$ cat config.mk
export PLATFORM = sky130hd
export DESIGN_NAME = serial_port
export DESIGN_NICKNAME = d
export VERILOG_FILES = /design/src/design/serial_port_pkg.sv /design/src/design/serial_port.sv
export SDC_FILE = /design/constraint.sdc
export NUM_CORES = 1
export LEC_CHECK = 0
export BUFFER_PORTS_ARGS = -buffer_cell sky130_fd_sc_hd__buf_4
export CORE_ASPECT_RATIO = 0.6
export CORE_UTILIZATION = 40
export DETAILED_ROUTE_END_ITERATION = 7
export SLEW_MARGIN = 40
export SYNTH_ARGS = -nofsm -noshare
export SYNTH_HDL_FRONTEND = slang
export SYNTH_SLANG_ARGS = --single-unit
$ cat constraint.sdc
create_clock -name CLK -period 2.5 [get_ports CLK]
set_input_delay 0.25 -clock CLK [delete_from_list [all_inputs] [get_ports CLK]]
set_output_delay 0.25 -clock CLK [all_outputs]
set_load 0.02 [all_outputs]
$ cat src/design/serial_port_pkg.sv
package serial_port_pkg;

   // Register byte offsets
   localparam logic [7:0] OFS_CTRL = 8'h00;
   localparam logic [7:0] OFS_TRIG = 8'h04;
   localparam logic [7:0] OFS_TXDATA = 8'h08;
   localparam logic [7:0] OFS_RXDATA = 8'h0C;
   localparam logic [7:0] OFS_STATUS = 8'h10;
   localparam logic [7:0] OFS_IFLAG = 8'h14;
   localparam logic [7:0] OFS_IMASK = 8'h18;
   localparam logic [7:0] OFS_DIV = 8'h1C;

   // Control fields, bit 0 is sync_mode
   typedef struct packed {
      logic osc_on;
      logic clk_timer;
      logic par_odd;
      logic par_en;
      logic receive_enable_bit;
      logic transmit_enable_bit;
      logic sync_mode;
   } ctrl_t;

   // Interrupt factor flags, same layout in the mask register
   typedef struct packed {
      logic receive_error_flag;
      logic receive_complete_flag;
      logic tx_done;
   } iflag_t;

   typedef enum logic [1:0] {RX_IDLE, RX_HUNT, RX_SHIFT} rx_state_t;

   // Values after reset
   localparam ctrl_t CTRL_RST = 7'h00;
   localparam iflag_t IFLAG_RST = 3'h0;
   localparam logic [15:0] DIV_RST = 16'h0004;
   localparam logic [7:0] DATA_RST = 8'h00;

   // Frame lengths in bit times
   localparam logic [3:0] SYNC_BITS = 4'h8;
   localparam logic [3:0] ASYNC_BITS = 4'hA;

endpackage

$ cat src/design/serial_port.sv
`timescale 1ns/1ps
`default_nettype none

module serial_port (
   input wire logic CLK,
   input wire logic RST_B,
   input wire logic PSEL,
   input wire logic PENABLE,
   input wire logic PWRITE,
   input wire logic [7:0] PADDR,
   input wire logic [31:0] PWDATA,
   output logic [31:0] PRDATA,
   output logic PREADY,
   output logic PSLVERR,
   input wire logic SIN,
   input wire logic TIMER_UFLOW,
   output logic SOUT,
   output logic SCLK_O,
   output logic SCLK_OE,
   output logic OSC_ON,
   output logic IRQ
);
   import serial_port_pkg::*;

   // Parity over a byte, odd selects inverted sense
   function automatic logic par_of(input logic [7:0] d, input logic odd);
      par_of = (^d) ^ odd;
   endfunction

   ctrl_t ctrl;
   iflag_t flags;
   iflag_t mask;
   logic [15:0] div;
   logic [15:0] div_cnt;
   logic [7:0] tx_data;
   logic [7:0] rx_data;
   logic rx_full, st_par, st_frm, st_ovr;
   logic sin_s1, sin_s2, uf_s1, uf_s2, uf_s3;
   logic tx_busy, tx_half;
   logic [3:0] tx_bits;
   logic [10:0] tx_shift;
   rx_state_t rx_state;
   logic rx_half, done_pend;
   logic [3:0] rx_bits;
   logic [10:0] rx_shift;

   // Bus phases; the slave answers with no wait state
   wire setup = PSEL & ~PENABLE;
   wire acc = PSEL & PENABLE & PREADY;
   wire wr = acc & PWRITE;
   wire rd = acc & ~PWRITE;

   // Address decode
   wire hit_ctrl = (PADDR == OFS_CTRL);
   wire hit_trig = (PADDR == OFS_TRIG);
   wire hit_txd = (PADDR == OFS_TXDATA);
   wire hit_rxd = (PADDR == OFS_RXDATA);
   wire hit_stat = (PADDR == OFS_STATUS);
   wire hit_flag = (PADDR == OFS_IFLAG);
   wire hit_mask = (PADDR == OFS_IMASK);
   wire hit_div = (PADDR == OFS_DIV);
   wire mapped = hit_ctrl | hit_trig | hit_txd | hit_rxd | hit_stat | hit_flag | hit_mask | hit_div;

   wire rx_busy = (rx_state != RX_IDLE);

   // Read selection, reserved bits read as zero
   wire [31:0] rd_val =
      hit_ctrl ? {25'h0, ctrl} :
      hit_trig ? {30'h0, rx_busy, tx_busy} :
      hit_txd ? {24'h0, tx_data} :
      hit_rxd ? {24'h0, rx_data} :
      hit_stat ? {26'h0, rx_full, st_ovr, st_frm, st_par, rx_busy, tx_busy} :
      hit_flag ? {29'h0, flags} :
      hit_mask ? {29'h0, mask} :
      hit_div ? {16'h0, div} : 32'h0;

   // A trigger is dropped while busy or while the other way runs in clocked mode
   wire tx_go = wr & hit_trig & PWDATA[0] & ctrl.transmit_enable_bit & ~tx_busy
      & ~(ctrl.sync_mode & rx_busy);
   wire rx_go = wr & hit_trig & PWDATA[1] & ctrl.receive_enable_bit & ~rx_busy
      & ~(ctrl.sync_mode & (tx_busy | PWDATA[0]));

   // Serial time base: half bit per tick from divider, or one tick per timer underflow
   wire osc_tick = ctrl.osc_on & ~ctrl.clk_timer & (div_cnt == div);
   wire tmr_tick = ctrl.clk_timer & uf_s2 & ~uf_s3;
   wire tick = osc_tick | tmr_tick;

   // Receive sampling; clocked mode samples while the shift clock is high
   wire samp = (rx_state == RX_SHIFT) & tick & (rx_half == ctrl.sync_mode);
   wire rx_last = samp & (rx_bits == 4'h1);
   wire [10:0] fw = {sin_s2, rx_shift[10:1]};
   wire [7:0] rx_byte = ctrl.sync_mode ? fw[10:3] : (ctrl.par_en ? fw[8:1] : fw[9:2]);
   wire par_err = ~ctrl.sync_mode & ctrl.par_en & (fw[9] != par_of(fw[8:1], ctrl.par_odd));
   wire frm_err = ~ctrl.sync_mode & ~fw[10];
   wire ovr_err = rx_last & rx_full;

   // Completion waits one tick behind an error, and never follows an overrun
   wire done_set = (rx_last & ~ovr_err & ~par_err & ~frm_err)
      | (done_pend & tick);
   wire err_set = rx_last & (ovr_err | par_err | frm_err);
   wire tx_fin = tx_busy & tick & tx_half & (tx_bits == 4'h1);

   // Hardware sets beat a same-cycle write-one clear
   wire [2:0] flag_clr = (wr & hit_flag) ? PWDATA[2:0] : 3'h0;
   iflag_t next_flags;
   assign next_flags = (flags & ~flag_clr) | {err_set, done_set, tx_fin};
   wire [3:0] tx_len = 4'(ASYNC_BITS + {3'h0, ctrl.par_en});
   // Async frame; without parity the stop level must sit right after the data
   wire [10:0] tx_frame = ctrl.par_en ? {1'h1, par_of(tx_data, ctrl.par_odd), tx_data, 1'h0}
      : {2'h3, tx_data, 1'h0};

   // Bus answer registers
   always_ff @(posedge CLK) begin
      if (!RST_B) begin
         PREADY <= 1'h0;
         PRDATA <= 32'h0;
         PSLVERR <= 1'h0;
      end else begin
         PREADY <= setup;
         PRDATA <= (setup & ~PWRITE) ? rd_val : 32'h0;
         PSLVERR <= setup & ~mapped;
      end
   end

   // Two-stage synchronisers for the line and timer underflow
   always_ff @(posedge CLK) begin
      if (!RST_B) begin
         sin_s1 <= 1'h1;
         sin_s2 <= 1'h1;
         uf_s1 <= 1'h0;
         uf_s2 <= 1'h0;
         uf_s3 <= 1'h0;
      end else begin
         sin_s1 <= SIN;
         sin_s2 <= sin_s1;
         uf_s1 <= TIMER_UFLOW;
         uf_s2 <= uf_s1;
         uf_s3 <= uf_s2;
      end
   end

   // Software registers; the oscillator enable starts off
   always_ff @(posedge CLK) begin
      if (!RST_B) begin
         ctrl <= CTRL_RST;
         mask <= IFLAG_RST;
         div <= DIV_RST;
         tx_data <= DATA_RST;
      end else begin
         if (wr & hit_ctrl) begin
            ctrl <= ctrl_t'(PWDATA[6:0]);
            if (ctrl.transmit_enable_bit | ctrl.receive_enable_bit) begin
               ctrl.sync_mode <= ctrl.sync_mode;
            end
         end
         if (wr & hit_mask) begin
            mask <= iflag_t'(PWDATA[2:0]);
         end
         if (wr & hit_div) begin
            div <= PWDATA[15:0];
         end
         if (wr & hit_txd) begin
            tx_data <= PWDATA[7:0];
         end
      end
   end

   // Divider runs only while the oscillator is on
   always_ff @(posedge CLK) begin
      if (!RST_B) begin
         div_cnt <= 16'h0;
      end else begin
         div_cnt <= (osc_tick | ~ctrl.osc_on) ? 16'h0 : 16'(div_cnt + 16'h1);
      end
   end

   // Transmitter: each bit spans two ticks, LSB first
   always_ff @(posedge CLK) begin
      if (!RST_B) begin
         tx_busy <= 1'h0;
         tx_half <= 1'h0;
         tx_bits <= 4'h0;
         tx_shift <= 11'h7FF;
      end else if (tx_go) begin
         tx_busy <= 1'h1;
         tx_half <= 1'h0;
         if (ctrl.sync_mode) begin
            tx_shift <= {3'h7, tx_data};
            tx_bits <= SYNC_BITS;
         end else begin
            tx_shift <= tx_frame;
            tx_bits <= tx_len;
         end
      end else if (tx_busy & tick) begin
         tx_half <= ~tx_half;
         if (tx_half) begin
            tx_shift <= {1'h1, tx_shift[10:1]};
            tx_bits <= 4'(tx_bits - 4'h1);
            if (tx_bits == 4'h1) begin
               tx_busy <= 1'h0;
            end
         end
      end
   end

   // Receiver: hunts for a start bit in async mode, shifts at once in clocked mode
   always_ff @(posedge CLK) begin
      if (!RST_B) begin
         rx_state <= RX_IDLE;
         rx_half <= 1'h0;
         rx_bits <= 4'h0;
         rx_shift <= 11'h0;
      end else begin
         case (rx_state)
            RX_IDLE: begin
               if (rx_go) begin
                  rx_state <= ctrl.sync_mode ? RX_SHIFT : RX_HUNT;
                  rx_half <= 1'h0;
                  rx_bits <= ctrl.sync_mode ? SYNC_BITS : tx_len;
               end
            end
            RX_HUNT: begin
               if (!sin_s2) begin
                  rx_state <= RX_SHIFT;
                  rx_half <= 1'h0;
               end
            end
            default: begin
               if (tick) begin
                  rx_half <= ~rx_half;
               end
               if (samp) begin
                  rx_shift <= fw;
                  rx_bits <= 4'(rx_bits - 4'h1);
                  if (rx_bits == 4'h1) begin
                     rx_state <= RX_IDLE;
                  end
               end
            end
         endcase
      end
   end

   // Received data and error status; a full buffer refuses the new byte
   always_ff @(posedge CLK) begin
      if (!RST_B) begin
         rx_data <= DATA_RST;
         rx_full <= 1'h0;
         st_par <= 1'h0;
         st_frm <= 1'h0;
         st_ovr <= 1'h0;
         done_pend <= 1'h0;
      end else begin
         if (rx_last) begin
            st_par <= par_err;
            st_frm <= frm_err;
            st_ovr <= ovr_err;
         end
         if (rx_last & ~ovr_err) begin
            rx_data <= rx_byte;
            rx_full <= 1'h1;
         end else if (rd & hit_rxd) begin
            rx_full <= 1'h0;
         end
         if (rx_last & ~ovr_err & (par_err | frm_err)) begin
            done_pend <= 1'h1;
         end else if (tick) begin
            done_pend <= 1'h0;
         end
      end
   end

   // Flags, interrupt level and line pins
   always_ff @(posedge CLK) begin
      if (!RST_B) begin
         flags <= IFLAG_RST;
         IRQ <= 1'h0;
         SOUT <= 1'h1;
         SCLK_O <= 1'h1;
         SCLK_OE <= 1'h0;
      end else begin
         flags <= next_flags;
         IRQ <= |(next_flags & mask);
         SOUT <= tx_busy ? tx_shift[0] : 1'h1;
         SCLK_OE <= ctrl.sync_mode & (tx_busy | rx_busy);
         SCLK_O <= ~(ctrl.sync_mode & ((tx_busy & ~tx_half)
            | ((rx_state == RX_SHIFT) & ~rx_half)));
      end
   end

   assign OSC_ON = ctrl.osc_on;

endmodule

`default_nettype wire

# --- After elaboration in Yosys (flattened, before gate mapping) ---
# Cells that the tools add are included.
totals:
  register_bits: 144
  in_bits: 47
  output_inout_bits: 39
  word_cells: 231
classes:
  n_addsub: 4
  n_eq_ne: 16
  n_mux: 41
  bitwise_logic: 95
  n_reduce_logical: 30
op_table:
  columns: ["cell", "count"]
  rows:
  - ["$mux 8", 8]
  - ["$and 1x1->1", 48]
  - ["$mux 11", 3]
  - ["$eq 8x5->1 const B", 4]
  - ["$mux 4", 6]
  - ["$not 1->1", 24]
  - ["$mux 10", 2]
  - ["$or 1x1->1", 17]
  - ["$add 16x1->16 const B", 1]
  - ["$eq 16x16->1", 1]
  - ["$eq 8x4->1 const B", 2]
  - ["$reduce_xor 8->1", 2]
  - ["$mux 7", 2]
  - ["$reduce_bool 2->1", 7]
  - ["$mux 1", 11]
  - ["$mux 2", 5]
  - ["$reduce_and 2->1", 5]
  - ["$reduce_or 10->1", 1]
  - ["$reduce_and 3->1", 3]
  - ["$reduce_bool 3->1", 3]
  - ["$reduce_or 9->1", 1]
  - ["$eq 4x1->1 const B", 2]
  - ["$eq 8x3->1 const B", 1]
  - ["$logic_not 8->1", 1]
  - ["other kinds (20)", 26]

# --- Logic depth before layout (Yosys ltp) ---
logic_depth:
  depth_word: 16
  mapped_depth: 10
  mapped_depth_nobuf: 7

# --- Worst setup path before layout ---
# No wires, ideal clock.
synth_timing:
  path_type: "input port to flip-flop"
  startpoint: "input port PADDR[0]"
  endpoint: "register tx_shift[4]"
  arrival_time_ns: 2.300
  required_time_ns: 2.426
  slack_ns: 0.126
  cell_stages: 9
  path_cell_list: "or4_4 or2_0 buf_2 or4_4 a21o_4 o21ai_4 buf_12 nor3_1 a31oi_2"
synth_via:
  elab_chain_len: 8
  word_cells_on_any_way: 10
  cone_classes: "eq/ne: 1; mux: 1; bitwise: 5; reduce/logical: 3"
synth_lines:
  columns: ["element", "line", "source"]
  rows:
  - ["start, declared", "serial_port.sv:10", "input wire logic [7:0] PADDR,"]
  - ["$eq 8x3->1 (*)", "serial_port.sv:55", "wire hit_trig = (PADDR == OFS_TRIG);"]
  - ["$and 1x1->1 (*) (4 in series)", "serial_port.sv:78", "wire tx_go = wr & hit_trig & PWDATA[0] & ctrl.transmit_enable_bit & ~tx_busy"]
  - ["$and 1x1->1 (*)", "serial_port.sv:79", "& ~(ctrl.sync_mode & rx_busy);"]
  - ["$reduce_bool 2->1 (no line)", null, null]
  - ["$reduce_and 2->1 (no line)", null, null]
  - ["end signal, assigned", "serial_port.sv:188", "tx_shift <= {3'h7, tx_data};"]
  - ["end signal, assigned", "serial_port.sv:191", "tx_shift <= tx_frame;"]
  - ["end signal, assigned", "serial_port.sv:197", "tx_shift <= {1'h1, tx_shift[10:1]};"]
  - ["end, declared", "serial_port.sv:41", "logic [10:0] tx_shift;"]
# Mark *: on every way between the ends. The rest lies on a longest branch, timed or not.
# A chain may end at the register's enable or synchronous reset.

# --- Final worst setup path ---
layout_timing:
  startpoint: "register div_cnt[14]"
  endpoint: "register rx_bits[0]"
layout_via:
  elab_chain_len: 7
layout_lines:
  columns: ["element", "line", "source"]
  rows:
  - ["start, declared", "serial_port.sv:34", "logic [15:0] div_cnt;"]
  - ["start signal, assigned", "serial_port.sv:173", "div_cnt <= (osc_tick | ~ctrl.osc_on) ? 16'h0 : 16'(div_cnt + 16'h1);"]
  - ["$eq 16x16->1", "serial_port.sv:84", "wire osc_tick = ctrl.osc_on & ~ctrl.clk_timer & (div_cnt == div);"]
  - ["$and 1x1->1", "serial_port.sv:84", null]
  - ["$or 1x1->1", "serial_port.sv:86", "wire tick = osc_tick | tmr_tick;"]
  - ["$and 1x1->1 (2 in series)", "serial_port.sv:89", "wire samp = (rx_state == RX_SHIFT) & tick & (rx_half == ctrl.sync_mode);"]
  - ["$reduce_bool 2->1 (no line)", null, null]
  - ["$reduce_and 3->1 (no line)", null, null]
  - ["end signal, assigned", "serial_port.sv:219", "rx_bits <= ctrl.sync_mode ? SYNC_BITS : tx_len;"]
  - ["end signal, assigned", "serial_port.sv:234", "rx_bits <= 4'(rx_bits - 4'h1);"]
  - ["end, declared", "serial_port.sv:44", "logic [3:0] rx_bits;"]
# No other way between the ends.

==> metrics.md <==
| Metric | Value |
|---|---|
| Status | completed |
| CTS H-tree depth | 4 |
| Clk slew on worst S/H paths | 60 ps |
| CP Launch Type | flip-flop |
| Root buffer cell | clkbuf_16 |
| CTS max path bufs | 2 |
| Crit-path cells | xor2_1 > nor4_1 > nand4b_1 > o22a_1 > nor3_1 > buf_4 > o22ai_1 > a31o_2 |
| First-pass GRT wire length | 26.7 mm |
| Synth Instances | 700 |
| Final Util | 50.5% |
| Total negative slack | 0 ps |
| Synth Area per Inst | 8.53 um^2 |
| Pins Over Slew Limit | 0 |
| Vias in the first global route | 4951 |
| Total CTS buffers | 17 |
| Nets | 830 |
| Iter 0 DRT Violations | 418 |
| Wire length per cell | 17.0 um |
| IO Pins | 86 |
| CP Class | reg -> reg |
| Minimum clock period | 2320 ps |
| Cts hold-fix bufs | 0 |
| Worst hold path type | in -> reg |
| Post-synth top cells | dfxtp_1 (125), nand2_1 (95), nor2_1 (66), a21oi_1 (56), nand3_1 (39) |
| Num rows | 34 |
| Die area | 15400 um^2 |
| Max Cap Viol | 0 |
| Synthesized area | 5970 um^2 |
| Routed wire length | 16.8 mm |
| CORE AREA | 14500 um^2 |
| ANT cells | 0 |
| RD Place Congestion | 0.901 |
| Avg Vias per Cell | 5.34 |
| Mux cell area share after synthesis | 8.45% |
| Simple-gate area share of the yosys netlist | 21.5% |
| Clock tree from TritonCTS | built |
| Slowest-stage cell, CP | dfxtp_1 |
| Largest net degree at the start of global routing | 57 |
| Compound-cell area share of the yosys netlist | 13.6% |
| Worst-Skew Late Latency | 410 ps |
| Tot GR Track Use | 22.3% |
| Achievable Freq | 430 MHz |
| Adder-cell area share of the yosys netlist | 1.05% |
| Post-synthesis xor/xnor area fraction | 7.86% |
| CP bufs+invs | 1 |
| DP Area | 6730 um^2 |
| CP max stage delay | 350 ps |
| Layout fillers | 1395 |
| VDD IR-drop max | 0.377 mV |
| Die W | 160 um |
| Yosys Warn Count | 0 |
| Main synth FF type | dfxtp_1 |
| Sequential area share after synthesis | 41.9% |
| Critical path capture point type | flip-flop |
| Crit path max fanout | 11 |
| Initial Util | 41.0% |
| Port buffer count | 53 |
| CP arrival | 2630 ps |
| RSZ-0062 raised after global routing | false |
| Clock skew | 9.88 ps |
| Layout cells sized above 1 | 19.5% |
| Combinational family with the most area after synthesis | simple AND/OR/NAND/NOR gates |
| Most frequent cell after synthesis | dfxtp_1 |
| Synth cell types | 64 |
| Via count | 5280 |
| Power Dens Cells | 630 nW/um^2 |
| Post-synth ARST share | 0% |
| Drt drc | 0 |
| GRT overflow | 0 |
| HPWL Detailed | 12.4 mm |
| Hold_ws | 18.5 ps |
| CTS Sinks | 125 |
| Layout area overhead | 23.1% |
| Post-synth EDFFs | 0 |
| Number of synthesized register bits | 125 |
| Initial antenna violation count | 0 |
| Top delay family on crit path | simple AND/OR/NAND/NOR gates |
| CP required | 2800 ps |
| Area share of the leading cell type in the synthesized netlist | 41.9% |
| Final period util | 93.0% |
| Design area | 7350 um^2 |
| Area leader, netlist | dfxtp_1 |
| Leakage | 2.78 nW |
| Final-report hold violation count | 0 |
| Overall Power | 4.63 mW |
| Final setup vio count | 0 |
| Drt pass-1 iters | 6 |
| Synth area leaders | dfxtp_1 (42%), mux2i_1 (6.4%), nand2_1 (6.0%) |
| Die outline height | 96.6 um |
| Post-route ant nets | 0 |
-- cell families (layout without fill, tap and decap cells) --
group | after synthesis | count (layout)
and+or+nand+nor | 277 | 277
AOI/OAI and AO/OA | 125 | 125
DFF | 125 | 125
buffers and inverters | 66 | 142
xor gates and xnor gates | 52 | 52
muxes | 49 | 49
adders and majority gates | 5 | 5
other | 1 | 16
-- placed cells by master (no fill, tap or decap), drive strengths merged, types with 3 or more instances in the layout --
master,synthesis,layout
dfxtp,125,125
buf,24,96
nand2,95,95
nor2,67,67
a21oi,56,56
nand3,40,40
mux2i,38,38
xor2,30,30
o21ai,23,23
clkbuf,28,22
xnor2,21,21
nor3,19,19
conb,1,16
and2,15,15
inv,14,14
mux2,11,11
a31oi,8,8
nand2b,7,7
nand4,6,6
nor4,5,5
a22oi,5,5
o22ai,5,5
ha,5,5
clkinvlp,0,5
or4,5,5
and3,4,4
or3,4,4
o21a,3,3
o31ai,3,3
clkinv,0,3
or2,3,3
o31a,3,3
-- worst paths after layout --
check         startpoint    endpoint  slack (ps)  cells past startpoint
max          div_cnt[14]  rx_bits[0]         180                      8
min                  SIN      sin_s1          20                      2
max reg2reg  div_cnt[14]  rx_bits[0]         180                      8
min reg2reg       sin_s1      sin_s2         420                      1
-- final cells by class --
type	instances	area (um^2)	area share, %
inverter	14	52.6	0.715
clock buffer	22	484	6.59
timing repair buffer	96	758	10.3
tap	198	248	3.37
sequential	125	2500	34.0
multi-input combinational	524	3190	43.4
clock inverter	10	113	1.53
-- power by group --
group          switching (mW)  total [mW]  leakage [nW]  internal, mW
Clock                   0.908        2.48         0.280          1.57
Sequential            0.00391        2.00          1.01          2.00
Combinational           0.105       0.157          1.49        0.0518
-- sequential cells by signal (all words and copies together) (netlist names), 2 cells and up --
signal,count
rx_bits,4
rx_data,8
tx_data,8
rx_state,2
tx_bits,4
tx_shift,10
mask,3
div,16
rx_shift,9
div_cnt,16
flags,3
ctrl,6
PRDATA,16
-- routing by layer --
metal | wire, um | global-route usage [%]
met1 | 8750 | 34.7
met2 | 6450 | 28.3
met3 | 1510 | 7.08
met4 | 123 | 6.14
met5 | 0 | 0
-- worst register-to-register path, delay by kind of cell (launching register included) --
family	cells	cell delay [ps]
compound gates	3	670
xor+xnor	1	160
buf+inv	1	250
flops	1	350
simple gates	3	780
-- through the flow --
stage               worst slack [ps]  cells
detailed placement              7.32    956
CTS                              143    988
global placement                25.6    956
global route                    21.7    989
finish                           175    989
floorplan                        126    715
-- what timing repair did --
action                                  4_1_cts  5_1_grt
resized for setup                             0        0
endpoints found under the setup margin        0        7
setup buffers                                 0        1
(Power assumes the default switching activity.)
